$ cat config.mk
export PLATFORM = sky130hd
export DESIGN_NAME = pfs_ctrl
export DESIGN_NICKNAME = d
export VERILOG_FILES = /design/src/hdl/pfs_pkg.sv /design/src/hdl/pfs_ctrl.sv
export SDC_FILE = /design/constraint.sdc
export NUM_CORES = 1
export LEC_CHECK = 0
export BUFFER_PORTS_ARGS = -buffer_cell sky130_fd_sc_hd__buf_4
export CORE_ASPECT_RATIO = 0.8
export CORE_UTILIZATION = 50
export CTS_CLUSTER_SIZE = 16
export DETAILED_ROUTE_END_ITERATION = 12
export PLACE_DENSITY = 0.69
export SLEW_MARGIN = 30
export SYNTH_ARGS = -nofsm -noshare
export SYNTH_HDL_FRONTEND = slang
export SYNTH_SLANG_ARGS = --single-unit
$ cat constraint.sdc
create_clock -name pclk -period 6.75 [get_ports pclk]
set_input_delay 0.675 -clock pclk [delete_from_list [all_inputs] [get_ports pclk]]
set_output_delay 0.675 -clock pclk [all_outputs]
set_load 0.01 [all_outputs]
$ cat src/hdl/pfs_pkg.sv
package pfs_pkg;

    // ----------------------------------------
    // Widths
    // ----------------------------------------
    localparam int Q_W   = 8;
    localparam int P_W   = 11;
    localparam int DIV_W = 7;
    localparam int ROWS  = 8;
    localparam int IDX_W = 3;

    // ----------------------------------------
    // Register byte offsets
    // ----------------------------------------
    localparam logic [7:0] OFS_CTRL   = 8'h00;
    localparam logic [7:0] OFS_STAT   = 8'h04;
    localparam logic [7:0] OFS_SYN2   = 8'h08;
    localparam logic [7:0] OFS_SYN3   = 8'h0c;
    localparam logic [7:0] OFS_DIVA   = 8'h10;
    localparam logic [7:0] OFS_DIVB   = 8'h14;
    localparam logic [7:0] OFS_DIVCDE = 8'h18;
    localparam logic [7:0] OFS_TAB0   = 8'h20;
    localparam logic [7:0] OFS_TABEND = 8'h3c;

    // ----------------------------------------
    // Field positions
    // ----------------------------------------
    localparam int CTRL_FULLSD  = 0;
    localparam int CTRL_SUSPEN  = 1;
    localparam int CTRL_SMSYN   = 2;  // 3 bits: synth one..three
    localparam int CTRL_SMOUT   = 5;  // 5 bits: out a..e
    localparam int SYN_P        = 8;
    localparam int DIV_BANK1    = 8;
    localparam int DIV_D        = 8;
    localparam int DIV_ESEL     = 16;
    localparam int TAB_BANK     = 20;
    localparam int STAT_STRAPOK = 3;
    localparam int STAT_SD      = 4;
    localparam int STAT_SUSP    = 5;
    localparam int STAT_BANK    = 6;

    // ----------------------------------------
    // Reset values and timing
    // ----------------------------------------
    localparam logic [31:0] CTRL_RST     = 32'h0000_0001;
    localparam int          STRAP_WAIT   = 8;
    localparam logic [1:0]  ESEL_DIV2    = 2'h0;
    localparam logic [1:0]  ESEL_DIV3    = 2'h1;
    localparam logic [1:0]  ESEL_DIV4    = 2'h2;

    // ----------------------------------------
    // Types
    // ----------------------------------------
    typedef struct packed {
        logic [P_W-1:0] p;
        logic [Q_W-1:0] q;
    } pfs_synth_t;

    typedef struct packed {
        logic             bank;
        logic [P_W-1:0]   p;
        logic [Q_W-1:0]   q;
    } pfs_row_t;

    typedef struct packed {
        logic [DIV_W-1:0] a;
        logic [DIV_W-1:0] b;
        logic [DIV_W-1:0] c;
        logic [DIV_W-1:0] d;
        logic [1:0]       e_sel;
    } pfs_divs_t;

endpackage : pfs_pkg

$ cat src/hdl/pfs_ctrl.sv
// Local design decisions: register access over APB and the register addresses.
`timescale 1ns/1ps

// What this block does
// - Latch serial pin levels once at start-up
// - Eight-row table gives synth one dividers
// - Third select switches synth one, A, B
// - A and B: 7-bit divider from two banks
// - One bank select shared by A and B
// - Divider changes applied glitch-free, all at once
// - Each synth holds 8-bit Q, 11-bit P
// - Synth one feeds out E divider /2,/3,/4
// - Synth one set by software or selects
// - Synths two, three set only by software
// - Shutdown low: outputs off, chip off (default)
// - Option: shutdown low only disables outputs
// - Suspend pin is index bit 2 or suspend
// - Full shutdown stops synths, oscillator; relock after
// - Suspend low disables selected synths and outputs
module pfs_ctrl
    import pfs_pkg::*;
#(
    parameter int STRAP_CYC = STRAP_WAIT
) (
    // Clock and reset
    input  wire logic              pclk,
    input  wire logic              presetn,
    // APB slave
    input  wire logic              psel,
    input  wire logic              penable,
    input  wire logic              pwrite,
    input  wire logic [7:0]        paddr,
    input  wire logic [31:0]       pwdata,
    output logic      [31:0]       prdata,
    output logic                   pready,
    output logic                   pslverr,
    // Pins
    input  wire logic              serial_data_pin,
    input  wire logic              serial_clock_pin,
    input  wire logic              select_bit_two,
    input  wire logic              shutdown_oe_n,
    // Synthesizer settings
    output pfs_synth_t             synth_one_cfg,
    output pfs_synth_t             synth_two_cfg,
    output pfs_synth_t             synth_three_cfg,
    output logic      [2:0]        synth_run,
    output logic                   osc_run,
    output logic                   relock,
    // Output dividers and enables
    output pfs_divs_t              divs,
    output logic                   divs_update,
    output logic      [4:0]        out_en
);

    initial begin
        if (STRAP_CYC < 4 || STRAP_CYC > 255) begin
            $error("STRAP_CYC out of range");
        end
    end

    // ----------------------------------------
    // Pin synchronisers
    // ----------------------------------------
    // Three stages; a change counts only once stages two and three agree
    logic [3:0] pin_raw;
    logic [3:0] s1_r;
    logic [3:0] s2_r;
    logic [3:0] s3_r;
    logic [3:0] pin_r;

    assign pin_raw = {shutdown_oe_n, select_bit_two, serial_clock_pin, serial_data_pin};

    genvar gi;
    generate
        for (gi = 0; gi < 4; gi++) begin : g_sync
            always_ff @(posedge pclk or negedge presetn) begin
                if (!presetn) begin
                    s1_r[gi]  <= 1'b0;
                    s2_r[gi]  <= 1'b0;
                    s3_r[gi]  <= 1'b0;
                    pin_r[gi] <= 1'b0;
                end else begin
                    s1_r[gi] <= pin_raw[gi];
                    s2_r[gi] <= s1_r[gi];
                    s3_r[gi] <= s2_r[gi];
                    if (s2_r[gi] == s3_r[gi]) begin
                        pin_r[gi] <= s3_r[gi];
                    end
                end
            end
        end
    endgenerate

    // ----------------------------------------
    // Start-up strap capture
    // ----------------------------------------
    logic [7:0] strap_cnt_r;
    logic       strap_ok_r;
    logic [1:0] strap_r;

    always_ff @(posedge pclk or negedge presetn) begin
        if (!presetn) begin
            strap_cnt_r <= 8'h00;
            strap_ok_r  <= 1'b0;
            strap_r     <= 2'h0;
        end else if (!strap_ok_r) begin
            strap_cnt_r <= strap_cnt_r + 8'h01;
            // Pin stages restart from reset, so pin_r is valid four edges after release
            if (strap_cnt_r == 8'(STRAP_CYC)) begin
                strap_ok_r <= 1'b1;
                strap_r    <= pin_r[1:0];
            end
        end
        // Once captured, later serial traffic is ignored
    end

    // ----------------------------------------
    // Registers
    // ----------------------------------------
    logic [31:0]      ctrl_r;
    pfs_synth_t       syn2_r;
    pfs_synth_t       syn3_r;
    logic [DIV_W-1:0] diva_r [2];
    logic [DIV_W-1:0] divb_r [2];
    logic [DIV_W-1:0] divc_r;
    logic [DIV_W-1:0] divd_r;
    logic [1:0]       esel_r;
    pfs_row_t         tab_r [ROWS];

    logic       wr_en;
    logic       acc;
    logic       tab_hit;
    logic [2:0] tab_idx;

    assign acc     = psel & penable & ~pready;
    assign wr_en   = acc & pwrite;
    assign tab_hit = (paddr >= OFS_TAB0) && (paddr <= OFS_TABEND) && (paddr[1:0] == 2'h0);
    assign tab_idx = paddr[4:2];

    always_ff @(posedge pclk or negedge presetn) begin
        if (!presetn) begin
            ctrl_r <= CTRL_RST;
        end else if (wr_en && paddr == OFS_CTRL) begin
            ctrl_r <= {22'h0, pwdata[9:0]};
        end
    end

    // Synths two and three are software-only
    always_ff @(posedge pclk or negedge presetn) begin
        if (!presetn) begin
            syn2_r <= '0;
            syn3_r <= '0;
        end else if (wr_en) begin
            if (paddr == OFS_SYN2) begin
                syn2_r <= pwdata[Q_W+P_W-1:0];
            end
            if (paddr == OFS_SYN3) begin
                syn3_r <= pwdata[Q_W+P_W-1:0];
            end
        end
    end

    always_ff @(posedge pclk or negedge presetn) begin
        if (!presetn) begin
            diva_r <= '{default: '0};
            divb_r <= '{default: '0};
            divc_r <= '0;
            divd_r <= '0;
            esel_r <= ESEL_DIV2;
        end else if (wr_en) begin
            case (paddr)
                OFS_DIVA: begin
                    diva_r[0] <= pwdata[DIV_W-1:0];
                    diva_r[1] <= pwdata[DIV_BANK1 +: DIV_W];
                end
                OFS_DIVB: begin
                    divb_r[0] <= pwdata[DIV_W-1:0];
                    divb_r[1] <= pwdata[DIV_BANK1 +: DIV_W];
                end
                OFS_DIVCDE: begin
                    divc_r <= pwdata[DIV_W-1:0];
                    divd_r <= pwdata[DIV_D +: DIV_W];
                    // Only /2, /3, /4 exist; an unused code is refused
                    if (pwdata[DIV_ESEL +: 2] != 2'h3) begin
                        esel_r <= pwdata[DIV_ESEL +: 2];
                    end
                end
                default: begin
                end
            endcase
        end
    end

    // Table rows, each its own Q/P pair and bank choice
    always_ff @(posedge pclk or negedge presetn) begin
        if (!presetn) begin
            tab_r <= '{default: '0};
        end else if (wr_en && tab_hit) begin
            tab_r[tab_idx] <= '{bank: pwdata[TAB_BANK], p: pwdata[SYN_P +: P_W], q: pwdata[Q_W-1:0]};
        end
    end

    // ----------------------------------------
    // Frequency selection
    // ----------------------------------------
    logic             susp_mode;
    logic             bit2;
    logic [IDX_W-1:0] row_idx;
    pfs_row_t         row;
    pfs_divs_t        divs_nxt;

    assign susp_mode = ctrl_r[CTRL_SUSPEN];
    assign bit2      = susp_mode ? 1'b0 : pin_r[2];
    assign row_idx   = {bit2, strap_r};
    assign row       = tab_r[row_idx];

    // One bank bit drives A and B together
    always_comb begin
        divs_nxt.a     = diva_r[row.bank];
        divs_nxt.b     = divb_r[row.bank];
        divs_nxt.c     = divc_r;
        divs_nxt.d     = divd_r;
        divs_nxt.e_sel = esel_r;
    end

    // All divider fields move on one edge, with a marker, so the output
    // counters can reload at their terminal count and never cut a pulse
    always_ff @(posedge pclk or negedge presetn) begin
        if (!presetn) begin
            divs          <= '0;
            divs_update   <= 1'b0;
            synth_one_cfg <= '0;
        end else begin
            divs          <= divs_nxt;
            divs_update   <= (divs_nxt != divs);
            synth_one_cfg <= '{p: row.p, q: row.q};
        end
    end

    always_ff @(posedge pclk or negedge presetn) begin
        if (!presetn) begin
            synth_two_cfg   <= '0;
            synth_three_cfg <= '0;
        end else begin
            synth_two_cfg   <= syn2_r;
            synth_three_cfg <= syn3_r;
        end
    end

    // ----------------------------------------
    // Power control
    // ----------------------------------------
    logic       sd_low;
    logic       full_sd;
    logic       susp;
    logic [2:0] run_nxt;
    logic       run_any_r;

    assign sd_low  = ~pin_r[3];
    assign full_sd = sd_low & ctrl_r[CTRL_FULLSD];
    assign susp    = susp_mode & ~pin_r[2];
    // Software keeps suspended outputs a superset of their synths
    assign run_nxt = full_sd ? 3'h0 : (susp ? ~ctrl_r[CTRL_SMSYN +: 3] : 3'h7);

    always_ff @(posedge pclk or negedge presetn) begin
        if (!presetn) begin
            out_en    <= 5'h00;
            synth_run <= 3'h0;
            osc_run   <= 1'b1;
            relock    <= 1'b0;
            run_any_r <= 1'b0;
        end else begin
            out_en    <= (sd_low || !strap_ok_r) ? 5'h00 :
                         (susp ? ~ctrl_r[CTRL_SMOUT +: 5] : 5'h1f);
            synth_run <= run_nxt;
            osc_run   <= ~full_sd;
            run_any_r <= ~full_sd;
            relock    <= ~full_sd & ~run_any_r;
        end
    end

    // ----------------------------------------
    // APB read and answer
    // ----------------------------------------
    logic [31:0] rd_nxt;
    logic        err_nxt;

    always_comb begin
        rd_nxt  = 32'h0000_0000;
        err_nxt = 1'b0;
        if (tab_hit) begin
            rd_nxt = {11'h0, tab_r[tab_idx].bank, 1'b0, tab_r[tab_idx].p, tab_r[tab_idx].q};
        end else begin
            case (paddr)
                OFS_CTRL:   rd_nxt = ctrl_r;
                OFS_STAT:   rd_nxt = {25'h0, row.bank, susp, sd_low, strap_ok_r, row_idx};
                OFS_SYN2:   rd_nxt = {13'h0, syn2_r};
                OFS_SYN3:   rd_nxt = {13'h0, syn3_r};
                OFS_DIVA:   rd_nxt = {17'h0, diva_r[1], 1'b0, diva_r[0]};
                OFS_DIVB:   rd_nxt = {17'h0, divb_r[1], 1'b0, divb_r[0]};
                OFS_DIVCDE: rd_nxt = {14'h0, esel_r, 1'b0, divd_r, 1'b0, divc_r};
                default:    err_nxt = 1'b1;
            endcase
        end
    end

    always_ff @(posedge pclk or negedge presetn) begin
        if (!presetn) begin
            pready  <= 1'b0;
            prdata  <= 32'h0000_0000;
            pslverr <= 1'b0;
        end else begin
            pready  <= acc;
            pslverr <= acc & err_nxt;
            prdata  <= (acc && !pwrite && !err_nxt) ? rd_nxt : 32'h0000_0000;
        end
    end

endmodule : pfs_ctrl

==> impl_metrics.py, run 1 <==
metrics = {
    "power_and_ir_drop": {
        "comb_power_share_pct": 6.4,
        "peakVddDrop_mv": 0.155,
        "p_seq_share_pct": 49.6,
        "p_int_mw": 3.83,
        "leakage_nw": 10.1,
        "power_mw": 4.98,
        "p_sw_mw": 1.15,
        "swShare_pct": 23.0,
        "pwr-share-clk_pct": 44.1,
        "p_per_area_nw_per_um2": 244,
    },
    "min_path": {
        "hold_class": "input pin to flop",
        "min_path_cells": 1,
        "holdCritStartpoint": "shutdown_oe_n",
        "holdPathEnd": "s1_r[3]$_DFF_PN0_",
    },
    "clock_network": {
        "path_clk_slew_ns": 0.06,
        "cts_sinks": 400,
        "postCtsSetupBuffers": 0,
        "root_buffer": "clkbuf_16",
        "h-tree-depth": 2,
        "clk_latency_ns": 0.55,
        "cts-buffers-inserted": 42,
        "hold_buffers": 0,
        "ctsResizeCount": 0,
        "cts_tree": "done",
        "cts.path.max_buffers": 3,
    },
    "logic_synthesis": {
        "ys_ff_latch": 400,
        "synth-edff-count": 0,
        "synth_seq_area_share_pct": 57.1,
        "netlist_area_um2": 17500,
        "ys.warnings.count": 0,
        "ys_types": 56,
        "synth_async_sr_flop_share_pct": 100,
        "synthCells": 1173,
        "yosys_most_used_dff": "dfrtp_1",
        "avgSynthCellArea_um2": 15.0,
    },
    "floorplanning": {
        "io_pins": 181,
        "row_count": 60,
        "start_util_pct": 51.5,
        "die_width_um": 211,
        "fp.dieArea_um2": 35800,
        "core_um2": 34100,
        "die_h_um": 170,
    },
    "detailed_routing": {
        "routed-via-count": 10600,
        "post_drt_wl_per_cell_um": 24.1,
        "dr.pass1.iters": 5,
        "vias_per_cell": 5.86,
        "antenna_left": 0,
        "drtIter0Drc": 969,
        "routed_wl_um": 43500,
        "drc": 0,
    },
    "global_route": {
        "grt_pass1_vias": 10800,
        "grt_antenna_before_repair": 1,
        "grtUsageTotal_pct": 25.2,
        "grt_pass1_wl_um": 66900,
        "grt_max_degree": 179,
        "grt-ovfl-total": 0,
    },
    "sta": {
        "finalMaxSlewViolations": 0,
        "fin_setup_tns_ns": 0,
        "finalHoldViolCount": 0,
        "relSlewSlack_pct": 29.6,
        "setup_viol": 0,
        "fmax_ghz": 0.310,
        "fin_ws_ns": 3.52,
        "fin_crit_sh_pct": 47.8,
        "period_needed_ns": 3.23,
        "tightestPinTransition_ns": 1.03,
        "grt_setup_unrepaired": "false",
        "skew_ns": 0.0160,
    },
    "status": {
        "outcome": "complete, no violations",
    },
    "final_layout": {
        "final_common_cell": "dfrtp_1",
        "multi_input_area_um2": 7080,
        "area_growth_pct": 16.6,
        "antenna_cells": 0,
        "final_nets": 1362,
        "ff_latch_area_um2": 10000,
        "fin_cells": 1804,
        "nFillCells": 2713,
        "most-common-layout-cells": "dfrtp_1, mux2_2, buf_4",
        "drive_above_1_share_pct": 46.2,
    },
    "critical_path": {
        "r2r-start": "pin_r[2]$_DFFE_PN0N_",
        "cp-start-kind": "flop",
        "r2r_end": "divs_update$_DFF_PN0_",
        "cp_max_fo": 22,
        "crit_slowest_cell": "or4_1",
        "cp_cell_sequence": "nor2b_1, buf_4, and3_1, or4_1, a211o_1, a2111oi_0, nand4b_1",
        "critPathCaptureType": "flop",
        "cp.arrival_ns": 3.63,
        "cp.required_ns": 7.16,
        "reg2regPathDepth": 7,
        "slowest_delay_ns": 0.97,
        "reg2reg_slack_ns": 3.52,
        "crit_type": "flop to flop",
    },
    "placement": {
        "dp_hpwl_um": 27400,
        "gp_congestion": 0.919,
        "io_buffers": 156,
        "dp.cells": 1728,
        "dp_slack_ns": 2.92,
    },
    "job": {
        "drv_cap": 0,
    },
}
## cell type report
| class | count | area share, % |
|---|---|---|
| inverters | 8 | 0.147 |
| flip-flops and latches | 400 | 49.0 |
| clock inverters | 11 | 0.502 |
| repair buffers | 179 | 7.00 |
| multi-input cells | 680 | 34.7 |
| well taps | 465 | 2.85 |
| clock buffers | 61 | 5.88 |
## routing by layer
layer / track usage, % / routed length, µm / up-vias
met3: 4.76 / 2650 / 70
met1: 36.9 / 19700 / 5571
met4: 8.51 / 1150 / 0
li1: - / - / 4582
met2: 37.9 / 20000 / 343
met5: 0 / 0 / -
## power by group through the flow
stage,Sequential [mW],Clock [mW],Combinational [mW]
after global placement,2.51,0,0.312
after global routing,2.47,2.35,0.345
after detailed placement,2.51,0,0.315
after floorplan,2.51,0,0.169
after CTS,2.47,2.25,0.316
final,2.47,2.20,0.317
## synth_stat cells, types with 3 or more instances
cell type | count | area, µm²
a2111oi_0 | 8 | 70.1
a211oi_1 | 7 | 52.6
a21oi_1 | 13 | 65.1
a221oi_1 | 5 | 43.8
a222oi_1 | 9 | 90.1
a22o_1 | 5 | 43.8
a22oi_1 | 23 | 173
a31oi_1 | 7 | 43.8
and3_1 | 4 | 25.0
buf_1 | 11 | 41.3
buf_2 | 33 | 165
buf_4 | 13 | 97.6
buf_6 | 3 | 33.8
clkbuf_1 | 36 | 135
dfrtp_1 | 398 | 9960
inv_1 | 8 | 30.0
maj3_1 | 4 | 40.0
mux2_2 | 269 | 3030
mux2_4 | 10 | 150
mux2i_1 | 13 | 130
mux4_2 | 78 | 1760
nand2_1 | 77 | 289
nand2b_1 | 6 | 37.5
nand3_1 | 9 | 45.0
nand4_1 | 3 | 18.8
nor2_1 | 22 | 82.6
nor2b_1 | 6 | 37.5
nor3_1 | 3 | 15.0
nor3_4 | 3 | 48.8
nor4_1 | 6 | 37.5
o21ai_0 | 3 | 15.0
xnor2_1 | 21 | 184
xor2_1 | 20 | 175
## sequential cells by signal (all words and copies together), names as in the netlist, 4 cells and up
signal and flops:
synth_one_cfg 19, pin_r 4, ctrl_r 10, s3_r 4
divb_r 14, strap_cnt_r 8, prdata 20, out_en 5
divc_r 7, diva_r 14, s2_r 4, s1_r 4
synth_two_cfg 19, syn2_r 19, synth_three_cfg 19, syn3_r 19
divd_r 7, tab_r 160, divs 30
## stage by stage
stage,hold slack (ns),utilization [%],instance area [µm²]
global route,0.212,60.0,20400
CTS,0.210,59.8,20400
global placement,0.338,55.9,19000
finish,0.230,60.0,20400
floorplan,0.331,-,17600
detailed placement,0.335,55.9,19100
## critical path, delay by kind of cell (launching register included)
kind	cells	cell delay [ns]
buf+inv	1	0.25
compound gates	2	0.91
flops	1	0.41
simple gates	4	1.50
## logic make-up (layout without fill, tap and decap cells)
| family | count (synthesis) | after routing | synth area share, % |
|---|---|---|---|
| AO/OA/AOI/OAI | 92 | 92 | 3.97 |
| flip-flops | 400 | 400 | 57.1 |
| multiplexers | 370 | 370 | 28.9 |
| other | 1 | 12 | 0.0214 |
| buffers and inverters | 104 | 259 | 2.87 |
| adder cells (fa/ha/maj) | 6 | 6 | 0.371 |
| AND/OR/NAND/NOR | 159 | 159 | 4.74 |
| XOR/XNOR | 41 | 41 | 2.05 |
## how the worst max path moves through the flow
stage                     cells past startpoint            startpoint                      to  slack [ns]
final                                         7  pin_r[2]$_DFFE_PN0N_   divs_update$_DFF_PN0_        3.52
after floorplan                               7              paddr[7]  syn2_r[10]$_DFFE_PN0P_        4.18
after CTS                                     5              paddr[3]   syn3_r[5]$_DFFE_PN0P_        3.49
after detailed placement                      5              paddr[3]   syn3_r[6]$_DFFE_PN0P_        2.92
after global routing                          7  pin_r[2]$_DFFE_PN0N_   divs_update$_DFF_PN0_        3.43
after global placement                        5              paddr[3]  syn3_r[17]$_DFFE_PN0P_        3.00
No activity file was read; power rests on OpenSTA's default activity.
==> run 2: changes to the inputs <==
- PLACE_DENSITY: 0.69 -> 0.72
- clock period: 6.75 -> 2.91 ns (I/O delays scaled with it)
==> run 2 against run 1 <==
Routed wire length increased by 1.4%. Sequential power increased by 130%. Final cell count increased by 2.2%. Register-to-register slack got worse by 3.2 ns. Die area unchanged. Via count increased by 3.1%. Fmax increased by 23%. Highest routed layer unchanged.
==> impl_metrics.py, run 2 (synthesis results as in run 1) <==
metrics = {
    "status": {
        "outcome": "complete, no violations",
    },
    "critical_path": {
        "cp_max_fo": 11,
        "cp_top_family": "compound AO/OA/AOI/OAI gates",
        "reg2regPathDepth": 8,
        "r2r_end": "divs_update$_DFF_PN0_",
        "crit_buf_inv": 2,
        "slowest_delay_ns": 0.45,
        "cp.required_ns": 3.31,
        "reg2reg_slack_ns": 0.30,
        "cp_cell_sequence": "nand2b_1, buf_4, a2111oi_0, or4_1, buf_4, mux2i_1, a2111oi_0, nand4b_1",
        "cp.arrival_ns": 3.01,
        "crit_slowest_cell": "a2111oi_0",
        "crit_start": "ctrl_r[1]$_DFFE_PN0P_",
        "critPathCaptureType": "flop",
        "crit_type": "flop to flop",
        "cp-start-kind": "flop",
        "r2r-start": "ctrl_r[1]$_DFFE_PN0P_",
    },
    "sta": {
        "relSlewSlack_pct": 35.3,
        "period_needed_ns": 2.61,
        "tightestPinTransition_ns": 0.968,
        "fmax_ghz": 0.383,
        "finalMaxSlewViolations": 0,
        "setup_viol": 0,
        "grt_setup_unrepaired": "false",
        "fin_setup_tns_ns": 0,
        "skew_ns": 0.0165,
        "fin_crit_sh_pct": 89.8,
        "finalHoldViolCount": 0,
    },
    "detailed_routing": {
        "routed_wl_um": 44100,
        "dr.pass1.iters": 6,
        "drtIter0Drc": 885,
        "drc": 0,
        "vias_per_cell": 5.91,
        "routed-via-count": 10900,
        "antenna_left": 0,
        "post_drt_wl_per_cell_um": 23.9,
    },
    "clock_network": {
        "ctsResizeCount": 0,
        "root_buffer": "clkbuf_16",
        "cts_sinks": 400,
        "clk_latency_ns": 0.55,
        "cts-buffers-inserted": 41,
        "cts_tree": "done",
        "postCtsSetupBuffers": 0,
        "h-tree-depth": 2,
        "hold_buffers": 5,
        "path_clk_slew_ns": 0.06,
        "cts.path.max_buffers": 3,
    },
    "floorplanning": {
        "die_h_um": 170,
        "fp.dieArea_um2": 35800,
        "start_util_pct": 51.5,
        "die_width_um": 211,
        "core_um2": 34100,
        "io_pins": 181,
        "row_count": 60,
    },
    "final_layout": {
        "top_register": "tab_r",
        "final_nets": 1398,
        "ff_latch_area_um2": 10000,
        "drive_above_1_share_pct": 47.9,
        "final_common_cell": "dfrtp_1",
        "antenna_cells": 0,
        "fin_util_pct": 61.5,
        "largest_reg_flops": 160,
        "area_growth_pct": 19.5,
        "largestRegisters": "tab_r (160), divs (30), prdata (20)",
        "nFillCells": 2580,
        "most-common-layout-cells": "dfrtp_1, mux2_2, buf_4",
        "multi_input_area_um2": 7080,
    },
    "min_path": {
        "holdCritStartpoint": "pwdata[20]",
        "min_path_cells": 2,
        "hold_class": "input pin to flop",
        "holdPathEnd": "tab_r[159]$_DFFE_PN0P_",
    },
    "global_route": {
        "grt_pass1_vias": 11400,
        "grt_pass1_wl_um": 68000,
        "grt-ovfl-total": 0,
        "grtUsageTotal_pct": 25.4,
        "grt_max_degree": 83,
        "grt_antenna_before_repair": 0,
    },
    "job": {
        "drv_cap": 0,
    },
    "power_and_ir_drop": {
        "p_per_area_nw_per_um2": 579,
        "leakage_nw": 10.3,
        "peakVddDrop_mv": 0.352,
    },
    "placement": {
        "dp_hpwl_um": 29700,
        "io_buffers": 156,
        "gp_congestion": 0.931,
    },
}
## run 2: routing by layer
metal | global-route usage, % | part of all wire (%) | vias to the layer above
met5 | 0 | 0 | -
met4 | 7.91 | 2.5 | 0
met3 | 4.52 | 6.5 | 81
met2 | 39.5 | 47 | 415
met1 | 36.6 | 44 | 5751
li1 | - | - | 4644
## run 2: how the worst max path moves through the flow
| stage | to | slack, ns | cells past startpoint |
|---|---|---|---|
| floorplan | divs_update$_DFF_PN0_ | 0.70 | 8 |
| global placement | tab_r[145]$_DFFE_PN0P_ | 0.41 | 8 |
| detailed placement | tab_r[157]$_DFFE_PN0P_ | 0.38 | 8 |
| CTS | divs_update$_DFF_PN0_ | 0.39 | 7 |
| global route | divs_update$_DFF_PN0_ | 0.20 | 8 |
| finish | divs_update$_DFF_PN0_ | 0.30 | 8 |
## run 2: power breakdown
group	internal, mW	switching (mW)
clock network	3.46	2.18
logic	0.304	0.466
registers	5.66	0.0704
## run 2: stage by stage
stage	instance area (µm²)	setup slack (ns)	cells	hold WS, ns	power, mW
floorplan	17600	0.703	1184	-0.00459	6.21
global placement	19400	0.413	1764	0.337	6.58
detailed placement	19400	0.376	1764	0.339	6.60
CTS	21000	0.389	1844	0.0203	12.2
global route	21000	0.202	1844	0.0420	12.5
finish	21000	0.296	1844	0.0497	12.1
## run 2: area by class of cell
cell class	count	area share, %
clock inverter	15	1.03
sequential	400	47.8
tap	465	2.78
inverter	8	0.143
multi-input combinational	680	33.8
clock buffer	60	6.01
timing repair buffer	216	8.43
